### src/hw/tcu_pkg.sv
// constants for the 8-bit timer counter and compare unit
package tcu_pkg;
   localparam logic [7:0] ADDR_CTRL = 8'h00;
   localparam logic [7:0] ADDR_COUNT = 8'h04;
   localparam logic [7:0] ADDR_COMPARE = 8'h08;
   localparam logic [7:0] ADDR_FLAGS = 8'h0C;
   localparam logic [7:0] ADDR_IRQEN = 8'h10;
   localparam int CTRL_MODE_LSB = 0;
   localparam int CTRL_ACT_LSB = 2;
   localparam int CTRL_CSEL_LSB = 4;
   localparam int CTRL_FORCE_BIT = 7;
   localparam int FLAG_OVF_BIT = 0;
   localparam int FLAG_CMP_BIT = 1;
   localparam logic [1:0] MODE_NORMAL = 2'h0;
   localparam logic [1:0] MODE_PCPWM = 2'h1;
   localparam logic [1:0] MODE_CTC = 2'h2;
   localparam logic [1:0] MODE_FAST = 2'h3;
   localparam logic [1:0] ACT_NONE = 2'h0;
   localparam logic [1:0] ACT_TOGGLE = 2'h1;
   localparam logic [1:0] ACT_CLEAR = 2'h2;
   localparam logic [1:0] ACT_SET = 2'h3;
   localparam logic [2:0] CSEL_NONE = 3'h0;
   localparam logic [2:0] CSEL_DIV1 = 3'h1;
   localparam logic [2:0] CSEL_DIV8 = 3'h2;
   localparam logic [2:0] CSEL_DIV64 = 3'h3;
   localparam logic [2:0] CSEL_DIV256 = 3'h4;
   localparam logic [2:0] CSEL_DIV1024 = 3'h5;
   localparam logic [2:0] CSEL_EXT_FALL = 3'h6;
   localparam logic [2:0] CSEL_EXT_RISE = 3'h7;
   localparam logic [9:0] PRESC_MASK8 = 10'h007;
   localparam logic [9:0] PRESC_MASK64 = 10'h03F;
   localparam logic [9:0] PRESC_MASK256 = 10'h0FF;
   localparam logic [9:0] PRESC_MASK1024 = 10'h3FF;
   localparam logic [7:0] CNT_BOTTOM = 8'h00;
   localparam logic [7:0] CNT_MAX = 8'hFF;
   localparam logic [7:0] COUNT_RST = 8'h00;
   localparam logic [7:0] COMPARE_RST = 8'h00;
   localparam logic [1:0] MODE_RST = 2'h0;
   localparam logic [1:0] ACT_RST = 2'h0;
   localparam logic [2:0] CSEL_RST = 3'h0;
   localparam logic OC_RST = 1'b0;
endpackage

### src/hw/tcu_timer.sv
// 8-bit timer counter with one compare channel behind an APB slave
// Summary of operation
// - each tick clears, increments or decrements the counter by mode and direction
// - clock source select zero gives no tick; counter stays stopped
// - software may read and write the counter at any time
// - a counter write beats any clear or count in that cycle
// - counting sequence follows the two waveform mode bits
// - overflow flag sets where the mode says and can request an interrupt
// - 8-bit comparator flags equality of counter and compare register
// - compare match flag sets on the same tick on which equality is seen
// - compare interrupt only with flag, compare enable and global enable set
// - compare flag clears when serviced or when software writes one to it
// - output follows match, mode, action field, top and bottom
// - compare register buffered in PWM modes, direct in normal and CTC
// - buffered compare value moves to active register only at top, never at bottom
// - compare address reaches buffer when buffered, else the active register
// - force strobe in non-PWM modes acts like a match without flag or clear
// - a counter write blocks a match on the next tick, even when stopped
// - action field changes act at once, not buffered
// - top indication at maximum, or at compare match in CTC; bottom indication at zero
// - bottom is 0x00, max is 0xFF, top is max or compare by mode
// - action field zero leaves output state unchanged on matches
// - reset clears the compare output state to zero
`timescale 1ns/1ps
`default_nettype none
module tcu_timer #(
   parameter int ADDR_W = 8
) (
   input wire logic clk,
   input wire logic rst,
   input wire logic psel,
   input wire logic penable,
   input wire logic pwrite,
   input wire logic [ADDR_W-1:0] paddr,
   input wire logic [31:0] pwdata,
   input wire logic [3:0] pstrb,
   output logic [31:0] prdata,
   output logic pready,
   output logic pslverr,
   input wire logic extTickPin,
   input wire logic globalIrqEnable,
   input wire logic compareIrqAck,
   input wire logic overflowIrqAck,
   output logic compareIrq,
   output logic overflowIrq,
   output logic compareOutputState,
   output logic pinOverride,
   output logic topInd,
   output logic bottomInd
);
   if (ADDR_W < 5) begin : g_badAddr
      $error("ADDR_W too small for register map");
   end

   // register state
   logic [1:0] modeQ, modeD;
   logic [1:0] actionQ, actionD;
   logic [2:0] cselQ, cselD;
   logic [7:0] countQ, countD;
   logic upQ, upD;
   logic [7:0] ocrQ, ocrD;
   logic [7:0] ocrBufQ, ocrBufD;
   logic ovfFlagQ, ovfFlagD;
   logic cmpFlagQ, cmpFlagD;
   logic ovfIeQ, ovfIeD;
   logic cmpIeQ, cmpIeD;
   logic blockQ, blockD;
   logic ocStateQ, ocStateD;
   logic [9:0] prescQ, prescD;
   logic extPrevQ, extPrevD;
   logic [31:0] prdataQ, prdataD;

   // bus decode
   logic access;
   logic wrAcc;
   logic [7:0] offs;
   logic hit;
   logic wrCtrl;
   logic wrCount;
   logic wrCompare;
   logic wrFlags;
   logic wrIrqen;
   logic buffered;
   logic tick;
   logic matchNow;
   logic matchHit;
   logic atMax;
   logic atBottom;
   logic forceHit;
   logic [1:0] newAction;

   assign offs = 8'(paddr);
   assign access = psel && penable;
   assign wrAcc = access && pwrite && pstrb[0];
   assign hit = (offs == tcu_pkg::ADDR_CTRL) || (offs == tcu_pkg::ADDR_COUNT) ||
                (offs == tcu_pkg::ADDR_COMPARE) || (offs == tcu_pkg::ADDR_FLAGS) ||
                (offs == tcu_pkg::ADDR_IRQEN);
   assign wrCtrl = wrAcc && (offs == tcu_pkg::ADDR_CTRL);
   assign wrCount = wrAcc && (offs == tcu_pkg::ADDR_COUNT);
   assign wrCompare = wrAcc && (offs == tcu_pkg::ADDR_COMPARE);
   assign wrFlags = wrAcc && (offs == tcu_pkg::ADDR_FLAGS);
   assign wrIrqen = wrAcc && (offs == tcu_pkg::ADDR_IRQEN);
   assign pready = 1'b1;
   assign pslverr = access && !hit;
   assign prdata = prdataQ;

   // buffering in PWM modes only
   assign buffered = (modeQ == tcu_pkg::MODE_PCPWM) || (modeQ == tcu_pkg::MODE_FAST);

   // tick source select
   always_comb begin
      unique case (cselQ)
         tcu_pkg::CSEL_NONE: tick = 1'b0;
         tcu_pkg::CSEL_DIV1: tick = 1'b1;
         tcu_pkg::CSEL_DIV8: tick = (prescQ & tcu_pkg::PRESC_MASK8) == tcu_pkg::PRESC_MASK8;
         tcu_pkg::CSEL_DIV64: tick = (prescQ & tcu_pkg::PRESC_MASK64) == tcu_pkg::PRESC_MASK64;
         tcu_pkg::CSEL_DIV256: tick = (prescQ & tcu_pkg::PRESC_MASK256) == tcu_pkg::PRESC_MASK256;
         tcu_pkg::CSEL_DIV1024: tick = prescQ == tcu_pkg::PRESC_MASK1024;
         tcu_pkg::CSEL_EXT_FALL: tick = extPrevQ && !extTickPin;
         tcu_pkg::CSEL_EXT_RISE: tick = !extPrevQ && extTickPin;
      endcase
   end

   // comparator and extreme values
   assign matchNow = countQ == ocrQ;
   assign matchHit = tick && matchNow && !blockQ;
   assign atMax = countQ == tcu_pkg::CNT_MAX;
   assign atBottom = countQ == tcu_pkg::CNT_BOTTOM;
   assign topInd = (modeQ == tcu_pkg::MODE_CTC) ? matchNow : atMax;
   assign bottomInd = atBottom;
   assign newAction = pwdata[tcu_pkg::CTRL_ACT_LSB +: 2];
   assign forceHit = wrCtrl && pwdata[tcu_pkg::CTRL_FORCE_BIT] && !buffered;

   // interrupt requests, compare output state and pin override
   assign compareIrq = cmpFlagQ && cmpIeQ && globalIrqEnable;
   assign overflowIrq = ovfFlagQ && ovfIeQ && globalIrqEnable;
   assign compareOutputState = ocStateQ;
   assign pinOverride = actionQ != tcu_pkg::ACT_NONE;

   // next state of the whole unit
   always_comb begin
      modeD = modeQ;
      actionD = actionQ;
      cselD = cselQ;
      countD = countQ;
      upD = upQ;
      ocrD = ocrQ;
      ocrBufD = ocrBufQ;
      ovfFlagD = ovfFlagQ;
      cmpFlagD = cmpFlagQ;
      ovfIeD = ovfIeQ;
      cmpIeD = cmpIeQ;
      blockD = blockQ;
      ocStateD = ocStateQ;
      prescD = prescQ + 10'h001;
      extPrevD = extTickPin;
      prdataD = prdataQ;
      // control fields, action takes effect at once
      if (wrCtrl) begin
         modeD = pwdata[tcu_pkg::CTRL_MODE_LSB +: 2];
         actionD = newAction;
         cselD = pwdata[tcu_pkg::CTRL_CSEL_LSB +: 3];
      end
      if (wrIrqen) begin
         ovfIeD = pwdata[tcu_pkg::FLAG_OVF_BIT];
         cmpIeD = pwdata[tcu_pkg::FLAG_CMP_BIT];
      end
      // counting sequence per mode
      if (tick) begin
         unique case (modeQ)
            tcu_pkg::MODE_NORMAL: begin
               countD = countQ + 8'h01;
               upD = 1'b1;
               if (atMax) begin
                  ovfFlagD = 1'b1;
               end
            end
            tcu_pkg::MODE_CTC: begin
               upD = 1'b1;
               if (matchHit) begin
                  countD = tcu_pkg::CNT_BOTTOM;
               end else begin
                  countD = countQ + 8'h01;
               end
               if (atMax && !matchHit) begin
                  ovfFlagD = 1'b1;
               end
            end
            tcu_pkg::MODE_FAST: begin
               countD = countQ + 8'h01;
               upD = 1'b1;
               if (atMax) begin
                  ovfFlagD = 1'b1;
                  ocrD = ocrBufQ;
               end
            end
            tcu_pkg::MODE_PCPWM: begin
               if (upQ && atMax) begin
                  upD = 1'b0;
                  countD = countQ - 8'h01;
                  ocrD = ocrBufQ;
               end else if (!upQ && atBottom) begin
                  upD = 1'b1;
                  countD = countQ + 8'h01;
                  ovfFlagD = 1'b1;
               end else if (upQ) begin
                  countD = countQ + 8'h01;
               end else begin
                  countD = countQ - 8'h01;
               end
            end
         endcase
      end
      // counter write wins and blocks the next match
      if (wrCount) begin
         countD = pwdata[7:0];
         blockD = 1'b1;
      end else if (tick) begin
         blockD = 1'b0;
      end
      // compare register access
      if (wrCompare) begin
         ocrBufD = pwdata[7:0];
         if (!buffered) begin
            ocrD = pwdata[7:0];
         end
      end
      // compare output state
      if (matchHit && (actionQ != tcu_pkg::ACT_NONE)) begin
         unique case (modeQ)
            tcu_pkg::MODE_NORMAL, tcu_pkg::MODE_CTC: begin
               if (actionQ == tcu_pkg::ACT_TOGGLE) begin
                  ocStateD = !ocStateQ;
               end else begin
                  ocStateD = actionQ == tcu_pkg::ACT_SET;
               end
            end
            tcu_pkg::MODE_FAST: begin
               if (actionQ != tcu_pkg::ACT_TOGGLE) begin
                  ocStateD = actionQ == tcu_pkg::ACT_SET;
               end
            end
            tcu_pkg::MODE_PCPWM: begin
               if (actionQ != tcu_pkg::ACT_TOGGLE) begin
                  ocStateD = (actionQ == tcu_pkg::ACT_SET) ~^ upQ;
               end
            end
         endcase
      end
      // fast PWM restores level at bottom
      if (tick && atMax && (modeQ == tcu_pkg::MODE_FAST)) begin
         if (actionQ == tcu_pkg::ACT_CLEAR) begin
            ocStateD = 1'b1;
         end else if (actionQ == tcu_pkg::ACT_SET) begin
            ocStateD = 1'b0;
         end
      end
      // forced compare in non-PWM modes
      if (forceHit && (newAction != tcu_pkg::ACT_NONE)) begin
         if (newAction == tcu_pkg::ACT_TOGGLE) begin
            ocStateD = !ocStateQ;
         end else begin
            ocStateD = newAction == tcu_pkg::ACT_SET;
         end
      end
      // flags: clear first, a set in the same cycle wins
      if ((wrFlags && pwdata[tcu_pkg::FLAG_CMP_BIT]) || compareIrqAck) begin
         cmpFlagD = 1'b0;
      end
      if (matchHit) begin
         cmpFlagD = 1'b1;
      end
      if ((wrFlags && pwdata[tcu_pkg::FLAG_OVF_BIT]) || overflowIrqAck) begin
         ovfFlagD = 1'b0;
      end
      // read data captured in setup phase
      if (psel && !penable) begin
         prdataD = 32'h0000_0000;
         unique case (offs)
            tcu_pkg::ADDR_CTRL: begin
               prdataD[tcu_pkg::CTRL_MODE_LSB +: 2] = modeQ;
               prdataD[tcu_pkg::CTRL_ACT_LSB +: 2] = actionQ;
               prdataD[tcu_pkg::CTRL_CSEL_LSB +: 3] = cselQ;
            end
            tcu_pkg::ADDR_COUNT: prdataD[7:0] = countQ;
            tcu_pkg::ADDR_COMPARE: prdataD[7:0] = buffered ? ocrBufQ : ocrQ;
            tcu_pkg::ADDR_FLAGS: begin
               prdataD[tcu_pkg::FLAG_OVF_BIT] = ovfFlagQ;
               prdataD[tcu_pkg::FLAG_CMP_BIT] = cmpFlagQ;
            end
            tcu_pkg::ADDR_IRQEN: begin
               prdataD[tcu_pkg::FLAG_OVF_BIT] = ovfIeQ;
               prdataD[tcu_pkg::FLAG_CMP_BIT] = cmpIeQ;
            end
            default: prdataD = 32'h0000_0000;
         endcase
      end
   end

   // overflow set must survive a same-cycle clear
   logic ovfSet;
   assign ovfSet = tick && !wrCount && (
      ((modeQ == tcu_pkg::MODE_NORMAL) && atMax) ||
      ((modeQ == tcu_pkg::MODE_CTC) && atMax && !matchHit) ||
      ((modeQ == tcu_pkg::MODE_FAST) && atMax) ||
      ((modeQ == tcu_pkg::MODE_PCPWM) && !upQ && atBottom));

   // registers
   always_ff @(posedge clk) begin
      if (rst) begin
         modeQ <= tcu_pkg::MODE_RST;
         actionQ <= tcu_pkg::ACT_RST;
         cselQ <= tcu_pkg::CSEL_RST;
         countQ <= tcu_pkg::COUNT_RST;
         upQ <= 1'b1;
         ocrQ <= tcu_pkg::COMPARE_RST;
         ocrBufQ <= tcu_pkg::COMPARE_RST;
         ovfFlagQ <= 1'b0;
         cmpFlagQ <= 1'b0;
         ovfIeQ <= 1'b0;
         cmpIeQ <= 1'b0;
         blockQ <= 1'b0;
         ocStateQ <= tcu_pkg::OC_RST;
         prescQ <= 10'h000;
         extPrevQ <= 1'b0;
         prdataQ <= 32'h0000_0000;
      end else begin
         modeQ <= modeD;
         actionQ <= actionD;
         cselQ <= cselD;
         countQ <= countD;
         upQ <= upD;
         ocrQ <= ocrD;
         ocrBufQ <= ocrBufD;
         ovfFlagQ <= ovfFlagD || ovfSet;
         cmpFlagQ <= cmpFlagD;
         ovfIeQ <= ovfIeD;
         cmpIeQ <= cmpIeD;
         blockQ <= blockD;
         ocStateQ <= ocStateD;
         prescQ <= prescD;
         extPrevQ <= extPrevD;
         prdataQ <= prdataD;
      end
   end
endmodule
`default_nettype wire

### config.mk
export PLATFORM = sky130hd
export DESIGN_NAME = tcu_timer
export DESIGN_NICKNAME = d
export VERILOG_FILES = /design/src/hw/tcu_pkg.sv /design/src/hw/tcu_timer.sv
export SDC_FILE = /design/constraint.sdc
export NUM_CORES = 1
export LEC_CHECK = 0
export BUFFER_PORTS_ARGS = -buffer_cell sky130_fd_sc_hd__buf_2
export CORE_AREA = 2 2 94 96
export DETAILED_ROUTE_END_ITERATION = 10
export DIE_AREA = 0 0 96 98
export PLACE_DENSITY = 0.73
export RECOVER_POWER = 25
export SLEW_MARGIN = 15
export SYNTH_ARGS = -nofsm -noshare
export SYNTH_HDL_FRONTEND = slang
export SYNTH_SLANG_ARGS = --single-unit
### constraint.sdc
create_clock -name clk -period 2.4 [get_ports clk]
set_clock_uncertainty 0.05 [all_clocks]
set_input_delay 0.36 -clock clk [delete_from_list [all_inputs] [get_ports clk]]
set_output_delay 0.36 -clock clk [all_outputs]
set_load 0.05 [all_outputs]
Yosys cells after proc, flatten, opt, wreduce, memory -nomap -nowiden
Cells that the tools add are included.
{"block": "op_classes", "n_addsub": 3, "n_eq_ne": 27, "mux": 43, "bitwise": 1, "n_reduce_logical": 70}
{"operator": "2-to-1 mux 8 bit", "count": 12}
{"operator": "logical AND 1 bit", "count": 37}
{"operator": "one-hot mux 8 bit (3 select lines)", "count": 1}
{"operator": "2-to-1 mux 1 bit", "count": 22}
{"operator": "== test 8 x 4 -> 1 bit (second input constant)", "count": 2}
{"operator": "== test 8 bit (second input constant)", "count": 2}
{"operator": "logical NOT 8 bit", "count": 2}
{"operator": "one-hot mux 8 bit (2 select lines)", "count": 1}
{"operator": "== test 3 bit (second input constant)", "count": 5}
{"operator": "one-hot mux 5 bit (3 select lines)", "count": 1}
{"operator": "logical OR 1 bit", "count": 11}
{"operator": "adder 10 x 1 -> 10 bit (second input constant)", "count": 1}
{"operator": "== test 10 bit (second input constant)", "count": 1}
{"operator": "== test 2 bit (second input constant)", "count": 5}
{"operator": "logical NOT 1 bit", "count": 10}
{"operator": "one-hot mux 2 bit (5 select lines)", "count": 1}
{"operator": "adder 8 x 1 -> 8 bit (second input constant)", "count": 1}
{"operator": "== test 8 x 3 -> 1 bit (second input constant)", "count": 1}
{"operator": "== test 8 x 5 -> 1 bit (second input constant)", "count": 1}
{"operator": "== test 8 bit", "count": 1}
{"operator": "one-hot mux 1 bit (8 select lines)", "count": 1}
{"operator": "nonzero test 2 bit", "count": 4}
{"operator": "subtractor 8 x 1 -> 8 bit (second input constant)", "count": 1}
{"operator": "== test 2 x 1 -> 1 bit (second input constant)", "count": 3}
{"operator": "13 further kinds", "count": 17}
{"block": "word_totals", "reg_bits": 57, "input_bits": 53, "elab_cells": 160}

Longest topological paths before layout
Gate-level depths: netlist of the first run.
{"block": "depth", "ltp_word": 12, "depth_mapped": 11, "ltp_nobuf": 9}

Worst setup path before layout of the first run
Ideal clock, no wire load.
{"block": "synth_path", "kind": "reg2out", "startpoint": "register countQ[5]", "endpoint": "output port topInd", "arrival_time_ns": 2.142, "path_slack_ns": -0.152, "stages_incl_launch_ff": 5, "cell_sequence": "dfxtp_1 -> clkbuf_1 -> nand3_1 -> or2_2 -> o21ai_0"}
{"block": "synth_via", "elab_chain_cells": 2}
{"element": "start: declaration", "line": "tcu_timer.sv:59", "rtl": "logic [7:0] countQ, countD;"}
{"element": "start signal: assignment", "line": "tcu_timer.sv:314", "rtl": "countQ <= tcu_pkg::COUNT_RST;"}
{"element": "start signal: assignment", "line": "tcu_timer.sv:331", "rtl": "countQ <= countD;"}
{"element": "== test 8 bit, on equally long branches", "line": "tcu_timer.sv:127, tcu_timer.sv:125"}
{"element": "2-to-1 mux 1 bit (*)", "line": "tcu_timer.sv:129", "rtl": "assign topInd = (modeQ == tcu_pkg::MODE_CTC) ? matchNow : atMax;"}
{"element": "end: declaration", "line": "tcu_timer.sv:48", "rtl": "output logic topInd,"}
Every way passes the cells marked *; elsewhere a longest branch is shown, timed or not.

Final worst setup path of the first run
{"block": "layout_path", "startpoint": "register countQ[3]", "endpoint": "output port topInd"}
Same word-level chain as after synthesis.

==> impl_metrics.env, run 1 <==
export IMPL_clock_sinks=57
export IMPL_wl_per_cell_um=16.0
export IMPL_status="complete, no violations"
export IMPL_power_density_nw_per_um2=479
export IMPL_worstPathArrival_ps=1910
export IMPL_die_y_um=98
export IMPL_synth_cell_area_um2=3710
export IMPL_rrSetupSlack_ps=140
export IMPL_fill_cells=796
export IMPL_cts_tree="done"
export IMPL_numCtsBuffers=9
export IMPL_tightest_slew_ps=709
export IMPL_syn_to_final_growth_pct=16.8
export IMPL_hpwl_um=7540
export IMPL_postRouteAntennaNets=0
export IMPL_routed_wl_um=10200
export IMPL_clk_path_buf_depth=2
export IMPL_cp_start_kind="flop"
export IMPL_yosysSeqAreaShare_pct=30.8
export IMPL_io_buffer_count=40
export IMPL_synth_edf_count=0
export IMPL_synth_ff_type="dfxtp_1"
export IMPL_clock_latency_ps=350
export IMPL_grt_overflow_total=0
export IMPL_start_util_pct=43.8
export IMPL_drtIter0Drc=251
export IMPL_drv_cap=0
export IMPL_hp_class="primary input to flop"
export IMPL_syn_area_per_cell_um2=7.87
export IMPL_irDropWorstVdd_mv=0.400
export IMPL_fin_crit_sh_pct=96.7
export IMPL_clk_pin_slew_worst_paths_ps=70
export IMPL_root_buffer="clkbuf_8"
export IMPL_ios=93
export IMPL_min_period_ps=2320
export IMPL_die_area_um2=9410
export IMPL_htree_num_levels=3
export IMPL_r2r_start="prescQ[0]$_SDFF_PP0_"
export IMPL_clock_fmax_ghz=0.431
export IMPL_synthCells=471
export IMPL_vias=3649
export IMPL_synth_seq_cells=57
export IMPL_gp_congestion=0.955
export IMPL_synthArstFlopShare_pct=0
export IMPL_final_max_slew_viol_count=0
export IMPL_hold_end="extPrevQ$_SDFF_PP0_"
export IMPL_drcViolationCount=0
export IMPL_num_antenna_cells=0
export IMPL_yosys_warnings=0
export IMPL_grt_max_degree=36
export IMPL_crit_fanout=5
export IMPL_coreArea_um2=8470
export IMPL_rows=34
export IMPL_hold_path_cell_count=2
export IMPL_required_ps=1990
export IMPL_setup_viol_count_final=0
export IMPL_finalHoldViolations=0
export IMPL_track_usage_pct=22.2
export IMPL_netlist_cell_type_count=62
export IMPL_path_class="flop to output port"
export IMPL_r2r_end="compareOutputState$_SDFF_PP0_"
export IMPL_yosysTopAreaCell="dfxtp_1"
export IMPL_slew_headroom_pct=52.7
export IMPL_cp_end_kind="output port"
export IMPL_whs_ps=215
export IMPL_fin_nets=588
export IMPL_grt_pass1_vias=3375
export IMPL_grt_pass1_wl_um=16400
export IMPL_die_x_um=96
export IMPL_setup_tns_final_ps=0
export IMPL_yosysTopAreaCellShare_pct=30.8
export IMPL_critPathLaunch="countQ[3]$_SDFFE_PP0P_"
export IMPL_layout_drive_gt1_share_pct=22.6
export IMPL_synthTopCellsByArea="dfxtp_1, nor2_1, buf_4"
export IMPL_antenna_found_initial=0
export IMPL_via_per_inst=5.71
export IMPL_drtPass1Iterations=6
export IMPL_rr_worst_depth=8
export IMPL_leakagePower_nw=1.64
export IMPL_hold_start="extTickPin"
[stage by stage]
| stage | instances | total power [mW] | cell area [um2] | utilization, % | worst slack (ps) |
|---|---|---|---|---|---|
| floorplan | 494 | 1.18 | 3790 | - | 132 |
| global placement | 621 | 1.20 | 4070 | 48.0 | 95.5 |
| detailed placement | 621 | 1.21 | 4070 | 48.0 | 39.6 |
| CTS | 637 | 2.09 | 4270 | 50.4 | 19.6 |
| global route | 639 | 2.15 | 4330 | 51.2 | -31.1 |
| finish | 639 | 2.08 | 4330 | 51.2 | 79.2 |
[how the worst max path moves through the flow]
stage / to / cells after the start
after floorplan: prdata[6]$_SDFFE_PP0P_ / 10
after global placement: ocrQ[3]$_SDFF_PP0_ / 9
after detailed placement: ocrQ[2]$_SDFF_PP0_ / 9
after CTS: ocrQ[2]$_SDFF_PP0_ / 9
after global routing: ocrQ[2]$_SDFF_PP0_ / 9
final: topInd / 5
[logic make-up after synthesis]
group	synth area share, %
AO/OA/AOI/OAI	21.5
multiplexers	3.04
buffers and inverters	10.3
adder cells (fa/ha/maj)	3.04
AND/OR/NAND/NOR	26.5
other	0.203
flip-flops	30.8
XOR/XNOR	4.72
[what timing repair did]
| item | CTS | global route |
|---|---|---|
| gates resized for setup | 4 | 13 |
| endpoints found under the setup margin | 1 | 16 |
| buffers inserted | 0 | 2 |
| pin swaps | 0 | 6 |
| hold buffers | 0 | 0 |
[layout by cell type (no fill, tap or decap), types with 8 or more instances in the layout]
master	n
ha_1	8
mux2_2	10
xnor2_1	13
nand3_1	31
a21oi_1	37
inv_1	11
buf_4	36
clkbuf_8	9
nor2_1	52
conb_1	25
o21ai_0	15
nor3_1	13
nand2_1	39
nand4_1	8
buf_2	31
a211oi_1	8
clkbuf_1	9
dfxtp_1	53
[critical path: stages, from the launching register on]
cell	delay [ps]
dfxtp_1	450
buf_4	190
nand4_1	180
or2_4	350
o21ai_1	170
buf_4	230
[flip-flops by register name, summed over array words and instances, names as in the netlist]
register            count
actionQ                 2
ovfFlagQ                1
cselQ                   3
extPrevQ                1
ocrBufQ                 8
ocrQ                    8
compareOutputState      1
prdata                  8
modeQ                   2
ovfIeQ                  1
prescQ                 10
blockQ                  1
cmpFlagQ                1
upQ                     1
countQ                  8
cmpIeQ                  1
[final cells by class]
cell class | count | area (um2) | area share (%)
multi-input combinational | 370 | 2330 | 53.9
sequential | 57 | 1150 | 26.5
timing repair buffer | 77 | 479 | 11.1
tap | 108 | 135 | 3.12
clock buffer | 9 | 124 | 2.86
clock inverter | 7 | 71.3 | 1.65
inverter | 11 | 41.3 | 0.953
[cell usage after synthesis (all sizes together) (2+ instances only)]
master,instances
a31oi,3
clkbuf,17
inv,11
and3,7
a211oi,8
or3,2
nor3,19
nand2b,5
a221o,2
nand3,33
a221oi,8
buf,39
xor2,7
o21ai,19
nand4,8
nor2b,7
xnor2,13
o21a,2
o211ai,4
a2111oi,2
nand3b,2
or2,4
a41oi,2
nor3b,2
mux2,10
a222oi,7
nor2,52
conb,2
ha,9
and2,2
a311oi,4
nand2,40
o22ai,3
dfxtp,57
a22oi,2
nor4,5
o221ai,4
a21oi,37
[where the power goes]
part,switching [mW],internal [mW],total (mW)
registers,0.00836,0.956,0.965
clock network,0.414,0.476,0.890
logic,0.176,0.0459,0.222
[per-layer routing]
metal	routed length, um	up-vias	GRT usage (%)
met1	4420	1710	30.2
met4	237	0	9.23
met5	0	-	0
met3	635	19	3.16
met2	4900	152	34.8
li1	-	1768	-
(Power assumes the default switching activity.)
==> run 2, diff against run 1 <==
==> constraint.sdc (replaced) <==
create_clock -name clk -period 2.05 [get_ports clk]
set_clock_uncertainty 0.05 [all_clocks]
set_input_delay 0.3075 -clock clk [delete_from_list [all_inputs] [get_ports clk]]
set_output_delay 0.3075 -clock clk [all_outputs]
set_load 0.05 [all_outputs]
==> impl_metrics.env, run 2 (synthesis gave the netlist of run 1 again) <==
export IMPL_drv_cap=0
export IMPL_pwr_share_seq_pct=44.7
export IMPL_clk_path_buf_depth=2
export IMPL_final_max_slew_viol_count=0
export IMPL_grt_pass1_vias=3784
export IMPL_failed_checks="setup timing"
export IMPL_rows=34
export IMPL_drtPass1Iterations=6
export IMPL_path_class="flop to output port"
export IMPL_dpl_cell_count=663
export IMPL_clock_sinks=57
export IMPL_p_int_mw=1.75
export IMPL_die_y_um=98
export IMPL_fin_util_pct=61.9
export IMPL_top_layer_used="met4"
export IMPL_fin_area_um2=5240
export IMPL_wl_per_cell_um=17.3
export IMPL_die_area_um2=9410
export IMPL_tightest_slew_ps=642
export IMPL_pre_cts_ws_ps=-182
export IMPL_drtIter0Drc=371
export IMPL_largest_register_ffs=10
export IMPL_die_x_um=96
export IMPL_htree_num_levels=3
export IMPL_via_per_inst=5.90
export IMPL_start_util_pct=43.8
export IMPL_finalPower_mw=2.51
export IMPL_required_ps=1690
export IMPL_rr_worst_depth=9
export IMPL_cts_hold_buf=0
export IMPL_worstPathArrival_ps=1810
export IMPL_crit_fanout=3
export IMPL_rsz0062_at_grt="true"
export IMPL_hold_path_cell_count=2
export IMPL_r2r_start="ocrQ[0]$_SDFF_PP0_"
export IMPL_track_usage_pct=24.5
export IMPL_syn_to_final_growth_pct=41.3
export IMPL_leakagePower_nw=2.05
export IMPL_cts_tree="done"
export IMPL_root_buffer="clkbuf_8"
export IMPL_cp_end_kind="output port"
export IMPL_route_met3_wl_um=864
export IMPL_min_period_ps=2170
export IMPL_coreArea_um2=8470
export IMPL_irDropWorstVdd_mv=0.652
export IMPL_power_frac_clock_pct=43.8
export IMPL_netSwitchingFraction_pct=30.2
export IMPL_hold_end="extPrevQ$_SDFF_PP0_"
export IMPL_post_dp_cell_area_um2=4420
export IMPL_gp_congestion=0.951
export IMPL_top_register="prescQ"
export IMPL_grt_max_degree=32
export IMPL_slew_headroom_pct=57.2
export IMPL_io_buffer_count=40
export IMPL_fin_crit_sh_pct=106
export IMPL_drcViolationCount=0
export IMPL_layout_common_cells="buf_4, nor2_1, dfxtp_1"
export IMPL_setup_viol_count_final=13
export IMPL_switching_power_mw=0.758
export IMPL_clock_latency_ps=350
export IMPL_fin_nets=645
export IMPL_status="finished with violations"
export IMPL_met2_length_um=5820
export IMPL_cp_start_kind="flop"
export IMPL_num_antenna_cells=0
export IMPL_antenna_found_initial=0
export IMPL_postRouteAntennaNets=0
export IMPL_clk_pin_slew_worst_paths_ps=80
export IMPL_hold_start="extTickPin"
export IMPL_r2r_end="ovfFlagQ$_SDFF_PP0_"
export IMPL_grt_pass1_wl_um=18200
export IMPL_power_density_nw_per_um2=479
export IMPL_layout_drive_gt1_share_pct=42.9
export IMPL_numCtsBuffers=9
export IMPL_fin_cells=696
export IMPL_rrSetupSlack_ps=-80
export IMPL_combPwrFrac_pct=11.5
export IMPL_routedLengthMet1_um=4800
export IMPL_ios=93
export IMPL_final_common_cell="buf_4"
export IMPL_layout_setup_ws_ps=-116
export IMPL_clock_fmax_ghz=0.462
export IMPL_hpwl_um=8080
export IMPL_routed_wl_um=12000
export IMPL_grt_overflow_total=0
export IMPL_vias=4103
export IMPL_hp_class="primary input to flop"
export IMPL_finalHoldViolations=0
==> run 2: cell count changes in the layout (fill, tap and decap cells not counted), sizes merged <==
| cell | before | now |
|---|---|---|
| buf | 68 | 133 |
| clkbuf | 18 | 10 |
| clkinv | 3 | 2 |
| inv | 11 | 12 |
==> run 2: per-layer routing <==
metal | vias up | global-route usage [%]
li1 | 1888 | -
met1 | 1935 | 31.8
met2 | 223 | 39.2
met5 | - | 0
met3 | 57 | 4.01
met4 | 0 | 12.0
==> run 2: worst max-delay path, cell delays in order, from the launching register on <==
cell     delay, ps
dfxtp_1        480
xnor2_2        160
nand4_1        180
buf_4          200
nor2_4          90
nand2_2         80
o21ai_4        100
buf_6          180
==> run 2: power groups by stage <==
stage	combinational, mW	sequential, mW	clock [mW]
floorplan	0.207	1.17	0
global route	0.307	1.12	1.15
CTS	0.281	1.13	1.10
detailed placement	0.275	1.15	0
global placement	0.271	1.15	0
finish	0.289	1.12	1.10
==> run 2: how the worst max path moves through the flow <==
stage | start | end | depth (start not counted)
CTS | countQ[0]$_SDFFE_PP0P_ | topInd | 8
floorplan | modeQ[1]$_SDFFE_PP0P_ | prdata[6]$_SDFFE_PP0P_ | 10
global route | countQ[2]$_SDFFE_PP0P_ | ovfFlagQ$_SDFF_PP0_ | 9
global placement | prescQ[1]$_SDFF_PP0_ | ovfFlagQ$_SDFF_PP0_ | 10
detailed placement | prescQ[1]$_SDFF_PP0_ | ovfFlagQ$_SDFF_PP0_ | 10
finish | ocrQ[0]$_SDFF_PP0_ | topInd | 7
==> run 2: final cells by class <==
type / count / area (um2)
clock inverter: 7 / 78.8
multi-input combinational: 370 / 2690
sequential: 57 / 1170
timing repair buffer: 134 / 1000
inverter: 11 / 41.3
clock buffer: 9 / 124
tap: 108 / 135
fill: 678 / 3220
==> run 2: what timing repair did <==
action | 4_1_cts | 5_1_grt
setup buffers | 7 | 10
pin swaps | 19 | 37
gates cloned | 0 | 1
gates resized for setup | 52 | 68
endpoints found under the setup margin | 21 | 29
endpoints found under the hold margin | 0 | 0
==> run 2: through the flow <==
stage	hold WS, ps	setup TNS, ps
2_1_floorplan	382	-135
3_3_place_gp	409	-1650
3_5_place_dp	421	-2040
4_1_cts	136	-134
5_1_grt	176	-1720
6_report	147	-516
==> run 3, diff against run 2 <==
--- a/config.mk
+++ b/config.mk
@@ -9,7 +9,7 @@
 export CORE_AREA = 2 2 94 96
 export DETAILED_ROUTE_END_ITERATION = 10
 export DIE_AREA = 0 0 96 98
-export PLACE_DENSITY = 0.73
+export PLACE_DENSITY = 0.7
 export RECOVER_POWER = 25
 export SLEW_MARGIN = 15
 export SYNTH_ARGS = -nofsm -noshare
==> constraint.sdc (replaced) <==
create_clock -name clk -period 2.3 [get_ports clk]
set_clock_uncertainty 0.05 [all_clocks]
set_input_delay 0.345 -clock clk [delete_from_list [all_inputs] [get_ports clk]]
set_output_delay 0.345 -clock clk [all_outputs]
set_load 0.05 [all_outputs]
==> impl_metrics.env, run 3 (synthesis gave the netlist of run 1 again) <==
export IMPL_vias=3762
export IMPL_finalHoldViolations=0
export IMPL_die_y_um=98
export IMPL_power_density_nw_per_um2=500
export IMPL_min_period_ps=2280
export IMPL_grt_max_degree=39
export IMPL_top_register="prescQ"
export IMPL_crit_path_end="ocrQ[7]$_SDFF_PP0_"
export IMPL_grtUsageMet2_pct=37.0
export IMPL_io_buffer_count=40
export IMPL_track_usage_pct=23.3
export IMPL_irDropWorstVdd_mv=0.337
export IMPL_coreArea_um2=8470
export IMPL_status="complete, no violations"
export IMPL_numCtsBuffers=9
export IMPL_antenna_found_initial=0
export IMPL_syn_to_final_growth_pct=21.6
export IMPL_clock_sinks=57
export IMPL_clk_pin_slew_worst_paths_ps=70
export IMPL_grt_overflow_total=0
export IMPL_clk_path_buf_depth=2
export IMPL_layout_common_cells="nor2_1, dfxtp_1, buf_4"
export IMPL_via_per_inst=5.78
export IMPL_clock_fmax_ghz=0.439
export IMPL_crit_fanout=7
export IMPL_required_ps=2450
export IMPL_drtIter0Drc=285
export IMPL_fin_cells=651
export IMPL_rr_worst_depth=9
export IMPL_rows=34
export IMPL_pre_cts_ws_ps=-49.7
export IMPL_drcViolationCount=0
export IMPL_htree_num_levels=3
export IMPL_die_x_um=96
export IMPL_cp_end_kind="flop"
export IMPL_die_area_um2=9410
export IMPL_leakagePower_nw=1.75
export IMPL_fin_crit_sh_pct=99.1
export IMPL_rsz0062_at_grt="true"
export IMPL_num_antenna_cells=0
export IMPL_postRouteAntennaNets=0
export IMPL_path_class="flop to flop"
export IMPL_tightest_slew_ps=768
export IMPL_final_common_cell="nor2_1"
export IMPL_final_max_slew_viol_count=0
export IMPL_slew_headroom_pct=48.8
export IMPL_rrSetupSlack_ps=20
export IMPL_r2r_start="prescQ[0]$_SDFF_PP0_"
export IMPL_clock_latency_ps=340
export IMPL_largest_register_ffs=10
export IMPL_grt_pass1_wl_um=17300
export IMPL_hp_class="primary input to flop"
export IMPL_top_usage_layer="met2"
export IMPL_cp_start_kind="flop"
export IMPL_hpwl_um=7790
export IMPL_routed_wl_um=10800
export IMPL_layout_drive_gt1_share_pct=26.2
export IMPL_layout_setup_ws_ps=21.3
export IMPL_root_buffer="clkbuf_8"
export IMPL_worstPathArrival_ps=2430
export IMPL_wl_per_cell_um=16.6
export IMPL_dpl_cell_count=628
export IMPL_gp_congestion=0.980
export IMPL_setup_viol_count_final=0
export IMPL_start_util_pct=43.8
export IMPL_use_met1_pct=31.3
export IMPL_fin_nets=600
export IMPL_grt_pass1_vias=3573
export IMPL_r2r_end="ocrQ[7]$_SDFF_PP0_"
export IMPL_ios=93
export IMPL_met3_usage_pct=4.48
export IMPL_drtPass1Iterations=6
export IMPL_drv_cap=0
export IMPL_setup_tns_final_ps=0
export IMPL_cts_tree="done"
export IMPL_critPathLaunch="prescQ[0]$_SDFF_PP0_"
[run 3: cell types whose count changed in the layout (fill, tap and decap cells not counted), sizes merged]
| cell | delta |
|---|---|
| clkinvlp | -1 |
| inv | -1 |
| clkbuf | +9 |
| buf | -51 |
| clkinv | -1 |
[run 3: stage by stage]
step	hold WS, ps	total power [mW]	utilization, %	area [um2]
2_1_floorplan	380	1.23	-	3790
3_3_place_gp	407	1.26	49.0	4140
3_5_place_dp	411	1.27	49.0	4140
4_1_cts	195	2.26	51.7	4380
5_1_grt	216	2.33	53.3	4510
6_report	200	2.25	53.3	4510
[run 3: per-layer routing]
metal	wire length (um)	up-vias	share of wire, %
li1	-	1786	-
met1	4620	1779	43
met2	5230	169	48
met3	716	28	6.6
met4	270	0	2.5
met5	0	-	0
[run 3: worst min-delay path by stage]
stage	start	endpoint	slack [ps]	cells after the start
5_1_grt	extTickPin	extPrevQ$_SDFF_PP0_	220	2
3_5_place_dp	ocrBufQ[3]$_SDFFE_PP0P_	ocrBufQ[3]$_SDFFE_PP0P_	410	2
6_report	extTickPin	extPrevQ$_SDFF_PP0_	200	2
3_3_place_gp	ocrBufQ[1]$_SDFFE_PP0P_	ocrBufQ[1]$_SDFFE_PP0P_	410	2
4_1_cts	extTickPin	extPrevQ$_SDFF_PP0_	190	2
2_1_floorplan	prescQ[0]$_SDFF_PP0_	prescQ[0]$_SDFF_PP0_	380	1
[run 3: critical path, cell delays in order (launching register included)]
cell and delay (ps):
dfxtp_2 360, ha_4 140, nand2_2 40, or2_4 230
a311oi_2 350, o21a_2 270, buf_12 140, nand3_4 140
a221oi_2 330, nor3_1 80
[run 3: layout make-up]
cell class | instances | area [um2]
multi-input cells | 370 | 2350
fillers | 797 | 3960
clock buffers | 12 | 165
inverters | 11 | 41.3
flip-flops and latches | 57 | 1150
clock inverters | 4 | 50.0
well taps | 108 | 135
repair buffers | 89 | 618
[run 3: where the power goes]
group	total [mW]	internal [mW]	leakage (nW)	switching (mW)
clock	1.00	0.587	0.105	0.418
sequential	1.01	0.998	0.464	0.0106
combinational	0.240	0.0530	1.18	0.187
total	2.25	1.64	1.75	0.615
[run 3: what timing repair did]
action / CTS / global route
gates cloned: 0 / 1
resized for setup: 7 / 19
buffers inserted: 0 / 6
pin swaps: 2 / 9
endpoints found under the setup margin: 5 / 14
hold buffers: 0 / 0
